File: src/hdl/gtf_pkg.sv
// constants and types shared by the general timer and free counter block
package gtf_pkg;

    // ========================================================================
    // register bus
    localparam int          ADDR_W        = 8;
    localparam int          DATA_W        = 32;
    localparam logic [7:0]  OFS_CFG       = 8'h8C;
    localparam logic [7:0]  OFS_CNT       = 8'h90;
    localparam logic [7:0]  OFS_FREE      = 8'h9C;
    localparam logic [7:0]  OFS_IRQ_STAT  = 8'hA0;
    localparam logic [7:0]  OFS_IRQ_MASK  = 8'hA4;

    // ========================================================================
    // field layout and reset values
    localparam int          CFG_EN_BIT    = 29;
    localparam int          LOAD_MSB      = 15;
    localparam int          CNT_W         = 16;
    localparam int          FREE_W        = 32;
    localparam logic [15:0] LOAD_RST      = 16'hFFFF;
    localparam logic [15:0] CNT_RST       = 16'hFFFF;
    localparam logic [31:0] FREE_RST      = 32'h00000000;
    localparam int          IRQ_W         = 2;
    localparam int          IRQ_TIMER_BIT = 0;
    localparam int          IRQ_WRAP_BIT  = 1;
    localparam logic [1:0]  IRQ_MASK_RST  = 2'h0;

    // ========================================================================
    // timing
    localparam int          CLK_NS        = 20;
    localparam int          FREE_TICK_NS  = 40;
    localparam int          FREE_TICK_CYC = FREE_TICK_NS / CLK_NS;
    localparam int          TMR_TICK_NS   = 1000;
    localparam int          TMR_TICK_CYC  = (TMR_TICK_NS + CLK_NS - 1) / CLK_NS;
    localparam int          CLR_MAX_NS    = 160;
    localparam int          CLR_MAX_CYC   = CLR_MAX_NS / CLK_NS;

    // ========================================================================
    // timer states
    typedef enum logic {
        GTF_HALT,
        GTF_RUN
    } gtf_state_t;

endpackage

File: src/hdl/gtf_irq_ctrl.sv
// sticky interrupt status with read clear, mask and level output
`timescale 1ns/1ns
module gtf_irq_ctrl
    import gtf_pkg::*;
#(
    parameter int W = gtf_pkg::IRQ_W
) (
    // clock and reset
    input  wire logic         sys_clk,
    input  wire logic         rst_b,
    // events and software access
    input  wire logic [W-1:0] evt_set,
    input  wire logic         stat_rd,
    input  wire logic         mask_we,
    input  wire logic [W-1:0] mask_wdata,
    // state out
    output logic      [W-1:0] status_q,
    output logic      [W-1:0] mask_q,
    output logic              irq
);
    // a read clears, but an event in the same cycle survives
    always_ff @(posedge sys_clk)
    begin
        if (!rst_b)
            status_q <= '0;
        else
            status_q <= (stat_rd ? '0 : status_q) | evt_set;
    end

    always_ff @(posedge sys_clk)
    begin
        if (!rst_b)
            mask_q <= W'(IRQ_MASK_RST);
        else if (mask_we)
            mask_q <= mask_wdata;
    end

    always_ff @(posedge sys_clk)
    begin
        if (!rst_b)
            irq <= 1'b0;
        else
            irq <= |(status_q & mask_q);
    end
endmodule

File: src/hdl/gtf_tick_gen.sv
// divider that gives a one-cycle tick every DIV clock cycles
`timescale 1ns/1ns
module gtf_tick_gen #(
    parameter int DIV = 2
) (
    // clock and reset
    input  wire logic sys_clk,
    input  wire logic rst_b,
    // tick out
    output logic      tick
);
    localparam int CW = (DIV > 2) ? $clog2(DIV) : 1;
    localparam logic [CW-1:0] LAST = CW'(DIV - 1);

    logic [CW-1:0] div_reg;

    always_ff @(posedge sys_clk)
    begin
        if (!rst_b)
        begin
            div_reg <= '0;
            tick    <= 1'b0;
        end
        else
        begin
            tick    <= (div_reg == LAST);
            div_reg <= (div_reg == LAST) ? '0 : div_reg + CW'(1);
        end
    end
endmodule

File: src/hdl/gtf_timer_top.sv
// general down timer with periodic interrupt and wrapping tick counter
//
// Our own choice: the strobed register port.
`timescale 1ns/1ns

// Functional notes
// - timer runs while config enable bit 29 is one, halts while zero
// - enable falling from one to zero forces the preload field to FFFFh
// - preload bits 15:0 are the start count; timer decrements from it once enabled
// - timer can raise host interrupts at the interval set by the preload
// - live 16-bit count readable in a read-only register resetting to FFFFh
// - free counter starts at zero after reset, adds one each 25MHz tick
// - free counter wraps from maximum to zero and keeps counting
// - free counter reaches zero within 160ns after reset; stale value tolerated meanwhile
// - free counter readable as read-only 32-bit register, reset 00000000h
module gtf_timer_top #(
    parameter int TICK_CYC = gtf_pkg::TMR_TICK_CYC
) (
    // clock and reset
    input  wire logic                       sys_clk,
    input  wire logic                       rst_b,
    // register port
    input  wire logic [gtf_pkg::ADDR_W-1:0] reg_addr,
    input  wire logic [gtf_pkg::DATA_W-1:0] reg_wdata,
    input  wire logic                       reg_wr,
    input  wire logic                       reg_rd,
    output logic      [gtf_pkg::DATA_W-1:0] reg_rdata,
    // interrupt
    output logic                            irq
);
    import gtf_pkg::*;

    // ========================================================================
    // declarations
    logic                 en_reg;
    logic [CNT_W-1:0]     load_reg;
    logic [CNT_W-1:0]     cnt_reg;
    logic [CNT_W-1:0]     cnt_next;
    logic [FREE_W-1:0]    free_reg;
    gtf_state_t           state_reg;
    gtf_state_t           state_next;
    logic                 tmr_tick;
    logic                 free_tick;
    logic                 cfg_we;
    logic                 mask_we;
    logic                 stat_rd;
    logic                 expire;
    logic                 wrap;
    logic [IRQ_W-1:0]     evt_set;
    logic [IRQ_W-1:0]     irq_status;
    logic [IRQ_W-1:0]     irq_mask;
    logic [DATA_W-1:0]    rd_next;
    logic [CNT_W:0]       gap_reg;
    logic                 gap_valid_reg;

    assign cfg_we  = reg_wr && (reg_addr == OFS_CFG);
    assign mask_we = reg_wr && (reg_addr == OFS_IRQ_MASK);
    assign stat_rd = reg_rd && (reg_addr == OFS_IRQ_STAT);

    // ========================================================================
    // time bases
    gtf_tick_gen #(
        .DIV (TICK_CYC)
    ) u_tmr_tick (
        .sys_clk (sys_clk),
        .rst_b   (rst_b),
        .tick    (tmr_tick)
    );

    gtf_tick_gen #(
        .DIV (FREE_TICK_CYC)
    ) u_free_tick (
        .sys_clk (sys_clk),
        .rst_b   (rst_b),
        .tick    (free_tick)
    );

    // ========================================================================
    // configuration register
    always_ff @(posedge sys_clk)
    begin
        if (!rst_b)
            en_reg <= 1'b0;
        else if (cfg_we)
            en_reg <= reg_wdata[CFG_EN_BIT];
    end

    always_ff @(posedge sys_clk)
    begin
        if (!rst_b)
            load_reg <= LOAD_RST;
        else if (cfg_we)
        begin
            if (en_reg && !reg_wdata[CFG_EN_BIT])
                load_reg <= LOAD_RST;
            else
                load_reg <= reg_wdata[LOAD_MSB:0];
        end
    end

    // ========================================================================
    // down timer
    assign expire = (state_reg == GTF_RUN) && en_reg && tmr_tick && (cnt_reg == '0);

    always_comb
    begin
        state_next = state_reg;
        cnt_next   = cnt_reg;
        case (state_reg)
            GTF_HALT:
            begin
                if (en_reg)
                begin
                    state_next = GTF_RUN;
                    cnt_next   = load_reg;
                end
            end
            GTF_RUN:
            begin
                if (!en_reg)
                    state_next = GTF_HALT;
                else if (tmr_tick)
                begin
                    if (cnt_reg == '0)
                        cnt_next = load_reg;
                    else
                        cnt_next = cnt_reg - CNT_W'(1);
                end
            end
            default:
            begin
                state_next = GTF_HALT;
            end
        endcase
    end

    always_ff @(posedge sys_clk)
    begin
        if (!rst_b)
        begin
            state_reg <= GTF_HALT;
            cnt_reg   <= CNT_RST;
        end
        else
        begin
            state_reg <= state_next;
            cnt_reg   <= cnt_next;
        end
    end

    // ========================================================================
    // check helper: timer ticks counted since the count was last loaded
    always_ff @(posedge sys_clk)
    begin
        if (!rst_b)
            gap_reg <= '0;
        else if ((state_reg == GTF_HALT) || expire)
            gap_reg <= '0;
        else if (tmr_tick && en_reg)
            gap_reg <= gap_reg + (CNT_W+1)'(1);
    end

    // a config write while counting spoils the interval comparison for that period
    always_ff @(posedge sys_clk)
    begin
        if (!rst_b)
            gap_valid_reg <= 1'b1;
        else if (cfg_we && en_reg)
            gap_valid_reg <= 1'b0;
        else if ((state_reg == GTF_HALT) || expire)
            gap_valid_reg <= 1'b1;
    end

    // ========================================================================
    // free counter
    assign wrap = free_tick && (free_reg == '1);

    always_ff @(posedge sys_clk)
    begin
        if (!rst_b)
            free_reg <= FREE_RST;
        else if (free_tick)
            free_reg <= free_reg + FREE_W'(1);
    end

    // ========================================================================
    // interrupts
    assign evt_set[IRQ_TIMER_BIT] = expire;
    assign evt_set[IRQ_WRAP_BIT]  = wrap;

    gtf_irq_ctrl #(
        .W (IRQ_W)
    ) u_irq (
        .sys_clk    (sys_clk),
        .rst_b      (rst_b),
        .evt_set    (evt_set),
        .stat_rd    (stat_rd),
        .mask_we    (mask_we),
        .mask_wdata (reg_wdata[IRQ_W-1:0]),
        .status_q   (irq_status),
        .mask_q     (irq_mask),
        .irq        (irq)
    );

    // ========================================================================
    // read data
    always_comb
    begin
        rd_next = '0;
        case (reg_addr)
            OFS_CFG:
            begin
                rd_next[CFG_EN_BIT]   = en_reg;
                rd_next[LOAD_MSB:0]   = load_reg;
            end
            OFS_CNT:
            begin
                rd_next[CNT_W-1:0]    = cnt_reg;
            end
            OFS_FREE:
            begin
                rd_next               = free_reg;
            end
            OFS_IRQ_STAT:
            begin
                rd_next[IRQ_W-1:0]    = irq_status;
            end
            OFS_IRQ_MASK:
            begin
                rd_next[IRQ_W-1:0]    = irq_mask;
            end
            default:
            begin
                rd_next = '0;
            end
        endcase
    end

    // data stand for the one cycle after the read strobe only
    always_ff @(posedge sys_clk)
    begin
        if (!rst_b)
            reg_rdata <= '0;
        else if (reg_rd)
            reg_rdata <= rd_next;
        else
            reg_rdata <= '0;
    end
endmodule

File: config.mk
export PLATFORM = sky130hd
export DESIGN_NAME = gtf_timer_top
export DESIGN_NICKNAME = d
export VERILOG_FILES = /design/src/hdl/gtf_pkg.sv /design/src/hdl/gtf_irq_ctrl.sv /design/src/hdl/gtf_tick_gen.sv /design/src/hdl/gtf_timer_top.sv
export SDC_FILE = /design/constraint.sdc
export NUM_CORES = 1
export LEC_CHECK = 0
export BUFFER_PORTS_ARGS = -buffer_cell sky130_fd_sc_hd__clkbuf_2
export CAP_MARGIN = 40
export CORE_AREA = 2 2 105 107
export CTS_BUF_LIST = sky130_fd_sc_hd__clkbuf_4 sky130_fd_sc_hd__clkbuf_8
export CTS_CLUSTER_SIZE = 40
export DETAILED_ROUTE_END_ITERATION = 6
export DIE_AREA = 0 0 107 109
export GPL_ROUTABILITY_DRIVEN = 1
export HOLD_SLACK_MARGIN = 0.02
export PLACE_DENSITY = 0.81
export SLEW_MARGIN = 20
export SYNTH_ARGS = -nofsm -noshare
export SYNTH_HDL_FRONTEND = slang
export SYNTH_SLANG_ARGS = --single-unit
File: constraint.sdc
create_clock -name sys_clk -period 2.4 [get_ports sys_clk]
set_input_delay 0.36 -clock sys_clk [delete_from_list [all_inputs] [get_ports sys_clk]]
set_output_delay 0.36 -clock sys_clk [all_outputs]
set_load 0.03 [all_outputs]
==> impl_metrics.ini, run 1 <==
[worst_hold_path]
hold_start = reg_wdata[29]
hold-path-cell-count = 3
min_to = en_reg
hold_path_class = in2reg

[yosys]
synth_common_cells = dfxtp_1 (112), nor2_1 (65), nand2_1 (35)
yosysMostFrequentCell = dfxtp_1
netlist_area_um2 = 5130
postSynthAreaPerCell_um2 = 8.89
synth_fp_nets = 626
synth_area_leaders = dfxtp_1 (44%), nor2_1 (4.8%), nand2_1 (2.6%), a222oi_1 (2.5%), nor3_1 (2.5%)
seq_area_frac_synth_pct = 43.7
synth_enable_flop_cells = 0
netlist.top_cell.by_area = dfxtp_1
synth_ff_type = dfxtp_1
yosys.cell_types.count = 73
syn_inst = 577
ys_warn_count = 0
synth_top_area_share_pct = 43.7
synth-async-reset-ratio_pct = 0
ys_ff_latch = 112

[timing]
hold_violations = 0
finalSetupTns_ns = 0
maxSlewViolCount = 0
setup_viol = 0
period_share_pct = 91.0
skew_ns = 0.0124
fin_crit_ns = 2.18
max_freq_ghz = 0.458
slew_headroom_pct = 50.3
rsz0062_at_grt = false
worst_pin_slew_ns = 0.745

[placed_design]
dpl.cell_count = 770
dp.final_hpwl_um = 9660
gp_congestion = 0.968
port_buffers = 61

[critical_path]
worstSetupPathType = reg2reg
endpoint_kind = flop
critPathMaxFanout = 10
rr_worst_depth = 5
worstReg2RegStart = free_reg[0]
crit_required_ns = 2.74
arrival_ns = 2.52
crit_path_start_kind = flop
worstReg2RegEnd = u_irq.status_q[1]
reg2reg_slack_ns = 0.22

[clock_tree]
clock-root-buffer = clkbuf_8
post_cts_resized = 0
numCtsBuffers = 9
clock_latency_ns = 0.39
cts_tree = built
cts_setup_buffers = 0
clk_pin_slew_ns = 0.11
clkSinkCount = 112
cts_hold_buf = 0
cts_buffer_depth = 2
htree_levels = 3

[finish]
nNetsFinal = 690
utilization_pct = 54.9
syn_to_final_growth_pct = 13.4
antennaDiodeCount = 0
fin_cells = 785
drive_above_1_share_pct = 20.9

[outcome]
status = complete, no violations

[floorplan]
initial_core_util_pct = 48.4
die_h_um = 109
die_area_um2 = 11700
core-area_um2 = 10600
fp-row-count = 38
io_pins = 77
die_width_um = 107

[pwr]
power_density_nw_per_um2 = 520
vdd_drop_max_mv = 0.288
p_leak_nw = 2.15

[detailed_routing]
drtPass1Iterations = 6
vias = 4722
drt_iter0_drc = 468
routed_wirelength_um = 13300
viasPerCell = 6.02
wl_per_cell_um = 16.9
drtAntennaViolNets = 0
drc = 0

[flow_run]
max_cap_viol_count = 0

[grt]
antenna_found_initial = 0
grt_pass1_vias = 4459
grt_pass1_wl_um = 21700
grt_start_max_net_pins = 27
grt_overflow = 0
grt_use_total_pct = 23.7
## worst max-delay path: stages, from the launching register on
cell     delay, ns
dfxtp_1       0.42
ha_1          0.23
nand4_1       0.17
or4_1         0.62
or4_1         0.61
nand2_1       0.09
## per-stage QoR
step | hold slack [ns] | area [um^2] | worst slack, ns | power [mW]
after global placement | 0.386 | 5640 | 0.287 | 2.01
after global routing | 0.201 | 5820 | 0.119 | 3.13
after detailed placement | 0.392 | 5640 | 0.243 | 2.02
after CTS | 0.198 | 5820 | 0.224 | 3.05
after floorplan | 0.379 | 5130 | 0.449 | 1.97
final | 0.209 | 5820 | 0.217 | 3.03
## per-layer routing
| layer | share of wire (%) | vias up | GRT usage (%) | routed length [um] |
|---|---|---|---|---|
| met5 | 0 | - | 0 | 0 |
| met4 | 2.6 | 0 | 9.93 | 349 |
| met3 | 7.3 | 31 | 4.60 | 974 |
| met2 | 45 | 210 | 38.2 | 6030 |
| met1 | 45 | 2207 | 31.4 | 5920 |
| li1 | - | 2274 | - | - |
## how the worst max path moves through the flow
| stage | start | cells after the start | slack [ns] | end |
|---|---|---|---|---|
| final | free_reg[0] | 5 | 0.22 | u_irq.status_q[1] |
| after global routing | free_reg[0] | 5 | 0.12 | u_irq.status_q[1] |
| after CTS | free_reg[0] | 5 | 0.22 | u_irq.status_q[1] |
| after detailed placement | free_reg[0] | 5 | 0.24 | u_irq.status_q[1] |
| after global placement | free_reg[0] | 5 | 0.29 | u_irq.status_q[1] |
| after floorplan | cnt_reg[0] | 7 | 0.45 | cnt_reg[15] |
## power breakdown
part           switching [mW]  internal [mW]
clock network           0.661          0.388
registers             0.00959           1.87
logic                  0.0611         0.0410
## cells in the final DEF (no fill, tap or decap), types with 3 or more instances in the layout
master | netlist | final
xor2_1 | 8 | 8
o2111ai_1 | 3 | 3
mux2_2 | 4 | 4
a22oi_1 | 5 | 5
nor3_1 | 26 | 26
o41ai_1 | 3 | 3
clkbuf_8 | 1 | 9
o311ai_0 | 8 | 8
nand3_1 | 23 | 23
clkbuf_2 | 1 | 61
nand2b_1 | 5 | 5
and3_1 | 7 | 7
and2_1 | 18 | 18
or4_1 | 14 | 14
or4_2 | 3 | 3
o211ai_1 | 3 | 3
buf_4 | 1 | 33
mux2i_1 | 7 | 7
nand2_1 | 35 | 35
a222oi_1 | 13 | 13
or3_1 | 6 | 6
a21oi_1 | 22 | 22
dfxtp_1 | 112 | 112
o31ai_1 | 12 | 12
and4_1 | 6 | 6
nand4_1 | 17 | 17
inv_1 | 16 | 16
xnor2_1 | 8 | 8
nor2_1 | 65 | 65
nor4_1 | 12 | 11
ha_1 | 5 | 5
o21ai_0 | 22 | 22
## cells by family after synthesis
| kind of cell | Yosys count | synth area share [%] |
|---|---|---|
| adder cells (fa/ha/maj) | 5 | 1.22 |
| AO/OA/AOI/OAI | 117 | 17.0 |
| XOR/XNOR | 16 | 2.73 |
| AND/OR/NAND/NOR | 259 | 27.5 |
| multiplexers | 11 | 2.24 |
| buffers and inverters | 57 | 5.59 |
| flip-flops | 112 | 43.7 |
## layout make-up
type                       count  area, um^2
clock buffer                   9         124
clock inverter                 6        55.1
fill                         991        4790
inverter                      16        60.1
multi-input combinational    408        2610
sequential                   112        2240
tap                          140         175
timing repair buffer          94         553
Power figures use the tool's default switching activity.
==> run 2, diff against run 1 <==
==> constraint.sdc (replaced) <==
create_clock -name sys_clk -period 2.4 [get_ports sys_clk]
set_input_delay 0.12 -clock sys_clk [delete_from_list [all_inputs] [get_ports sys_clk]]
set_output_delay 0.12 -clock sys_clk [all_outputs]
set_load 0.03 [all_outputs]
==> run 2 against run 1 <==
Effect of this change:
- clock skew shrank 0.0020 ns
- clock power grew 11%
- non-clock buffer count rose by 1
- largest power group unchanged
- maximum frequency is 5.3% lower
- global-route usage hardly changed
- the flow now finishes with violations (design-rule violations)
- count of clock-buffer cells in the layout grew 2
- die area did not move
- critical path depth up 2
- first-iteration DRC count grew 6.2%
- sequential share of layout area is 0.35 points lower
==> impl_metrics.ini, run 2 (synthesis results as in run 1) <==
[finish]
drive_above_1_share_pct = 19.8
syn_to_final_growth_pct = 14.4
fin_cells = 787
utilization_pct = 55.4
fillers = 973
mostFrequentLayoutCells = dfxtp_1 (112), nor2_1 (65), clkbuf_2 (61)
antennaDiodeCount = 0
nNetsFinal = 691
regArea_um2 = 2240
multi_input_area_um2 = 2610
final_common_cell = dfxtp_1

[detailed_routing]
drtAntennaViolNets = 0
routed_wirelength_um = 13700
drc = 7
wl_per_cell_um = 17.4
vias = 4786
viasPerCell = 6.08
drt_iter0_drc = 497
drtPass1Iterations = 7

[worst_hold_path]
min_to = load_reg[13]
hold_start = reg_wdata[13]
hold_path_class = in2reg
hold-path-cell-count = 3

[timing]
fin_crit_ns = 2.30
period_share_pct = 96.0
skew_ns = 0.0103
finalSetupTns_ns = 0
hold_violations = 0
worst_pin_slew_ns = 0.777
max_freq_ghz = 0.434
setup_viol = 0
slew_headroom_pct = 48.1
maxSlewViolCount = 0
whs_ns = 0.0239
rsz0062_at_grt = false

[pwr]
power_density_nw_per_um2 = 538
p_leak_nw = 2.15
vdd_drop_max_mv = 0.269
power_mw = 3.16

[floorplan]
die_h_um = 109
io_pins = 77
core-area_um2 = 10600
initial_core_util_pct = 48.4
fp-row-count = 38
die_area_um2 = 11700
die_width_um = 107

[outcome]
status = finished, violations left
failed_checks = design-rule violations

[placed_design]
gp_congestion = 0.956
dp.final_hpwl_um = 9870
dpl.cell_count = 762
port_buffers = 61

[grt]
grt_use_total_pct = 23.7
antenna_found_initial = 0
grt_pass1_wl_um = 21900
grt_pass1_vias = 4474
grt_overflow = 0
grt_start_max_net_pins = 36

[flow_run]
max_cap_viol_count = 0

[critical_path]
crit_path_start_kind = flop
rr_worst_depth = 7
worstSetupPathType = reg2reg
worstReg2RegEnd = cnt_reg[2]
arrival_ns = 2.62
endpoint_kind = flop
crit_required_ns = 2.71
reg2reg_slack_ns = 0.1
crit_start = cnt_reg[0]
worstReg2RegStart = cnt_reg[0]
critPathMaxFanout = 6

[clock_tree]
clk_pin_slew_ns = 0.10
htree_levels = 3
cts_setup_buffers = 0
clkSinkCount = 112
clock-root-buffer = clkbuf_8
clock_latency_ns = 0.38
numCtsBuffers = 9
post_cts_resized = 0
cts_tree = built
cts_hold_buf = 9
cts_buffer_depth = 2
run 2: cell count changes in the layout (fill, tap and decap cells not counted), sizes merged:
cell and delta:
dlygate4sd3 +9, buf -8, clkinv -3, clkbuf +2
bufinv +1, clkinvlp +1
run 2: stage by stage:
stage / setup WS [ns] / area, um^2
after floorplan: 0.449 / 5130
after global placement: 0.260 / 5570
after detailed placement: 0.244 / 5580
after CTS: 0.204 / 5870
after global routing: 0.107 / 5870
final: 0.0952 / 5870
run 2: per-layer routing:
layer / track usage, % / up-vias / part of all wire (%) / wire (um)
met2: 38.0 / 233 / 46 / 6260
met3: 4.06 / 26 / 9.9 / 1360
met1: 32.5 / 2259 / 42 / 5810
met5: 0 / - / 0 / 0
li1: - / 2268 / - / -
met4: 7.88 / 0 / 1.9 / 256
run 2: final cells by class:
type / instances / share of cell area (%)
repair buffers: 95 / 9.93
flip-flops and latches: 112 / 38.2
clock buffers: 11 / 2.37
well taps: 140 / 2.98
clock inverters: 5 / 1.07
inverters: 16 / 1.02
multi-input cells: 408 / 44.4
run 2: critical path, cell delays in order (launching register included):
cell      delay (ns)
dfxtp_1         0.38
inv_1           0.14
ha_1            0.19
or4b_1          0.51
nor4_1          0.53
buf_4           0.25
a41oi_1         0.12
o211ai_1        0.12
run 2: where the power goes:
part	switching, mW	internal, mW	total, mW
sequential	0.00995	1.87	1.88
combinational	0.0629	0.0484	0.111
clock	0.658	0.515	1.17
run 2: worst max-delay path by stage:
stage | to | cells after the start
floorplan | cnt_reg[15] | 7
global placement | cnt_reg[2] | 7
detailed placement | cnt_reg[2] | 7
CTS | cnt_reg[2] | 7
global route | cnt_reg[2] | 7
finish | cnt_reg[2] | 7
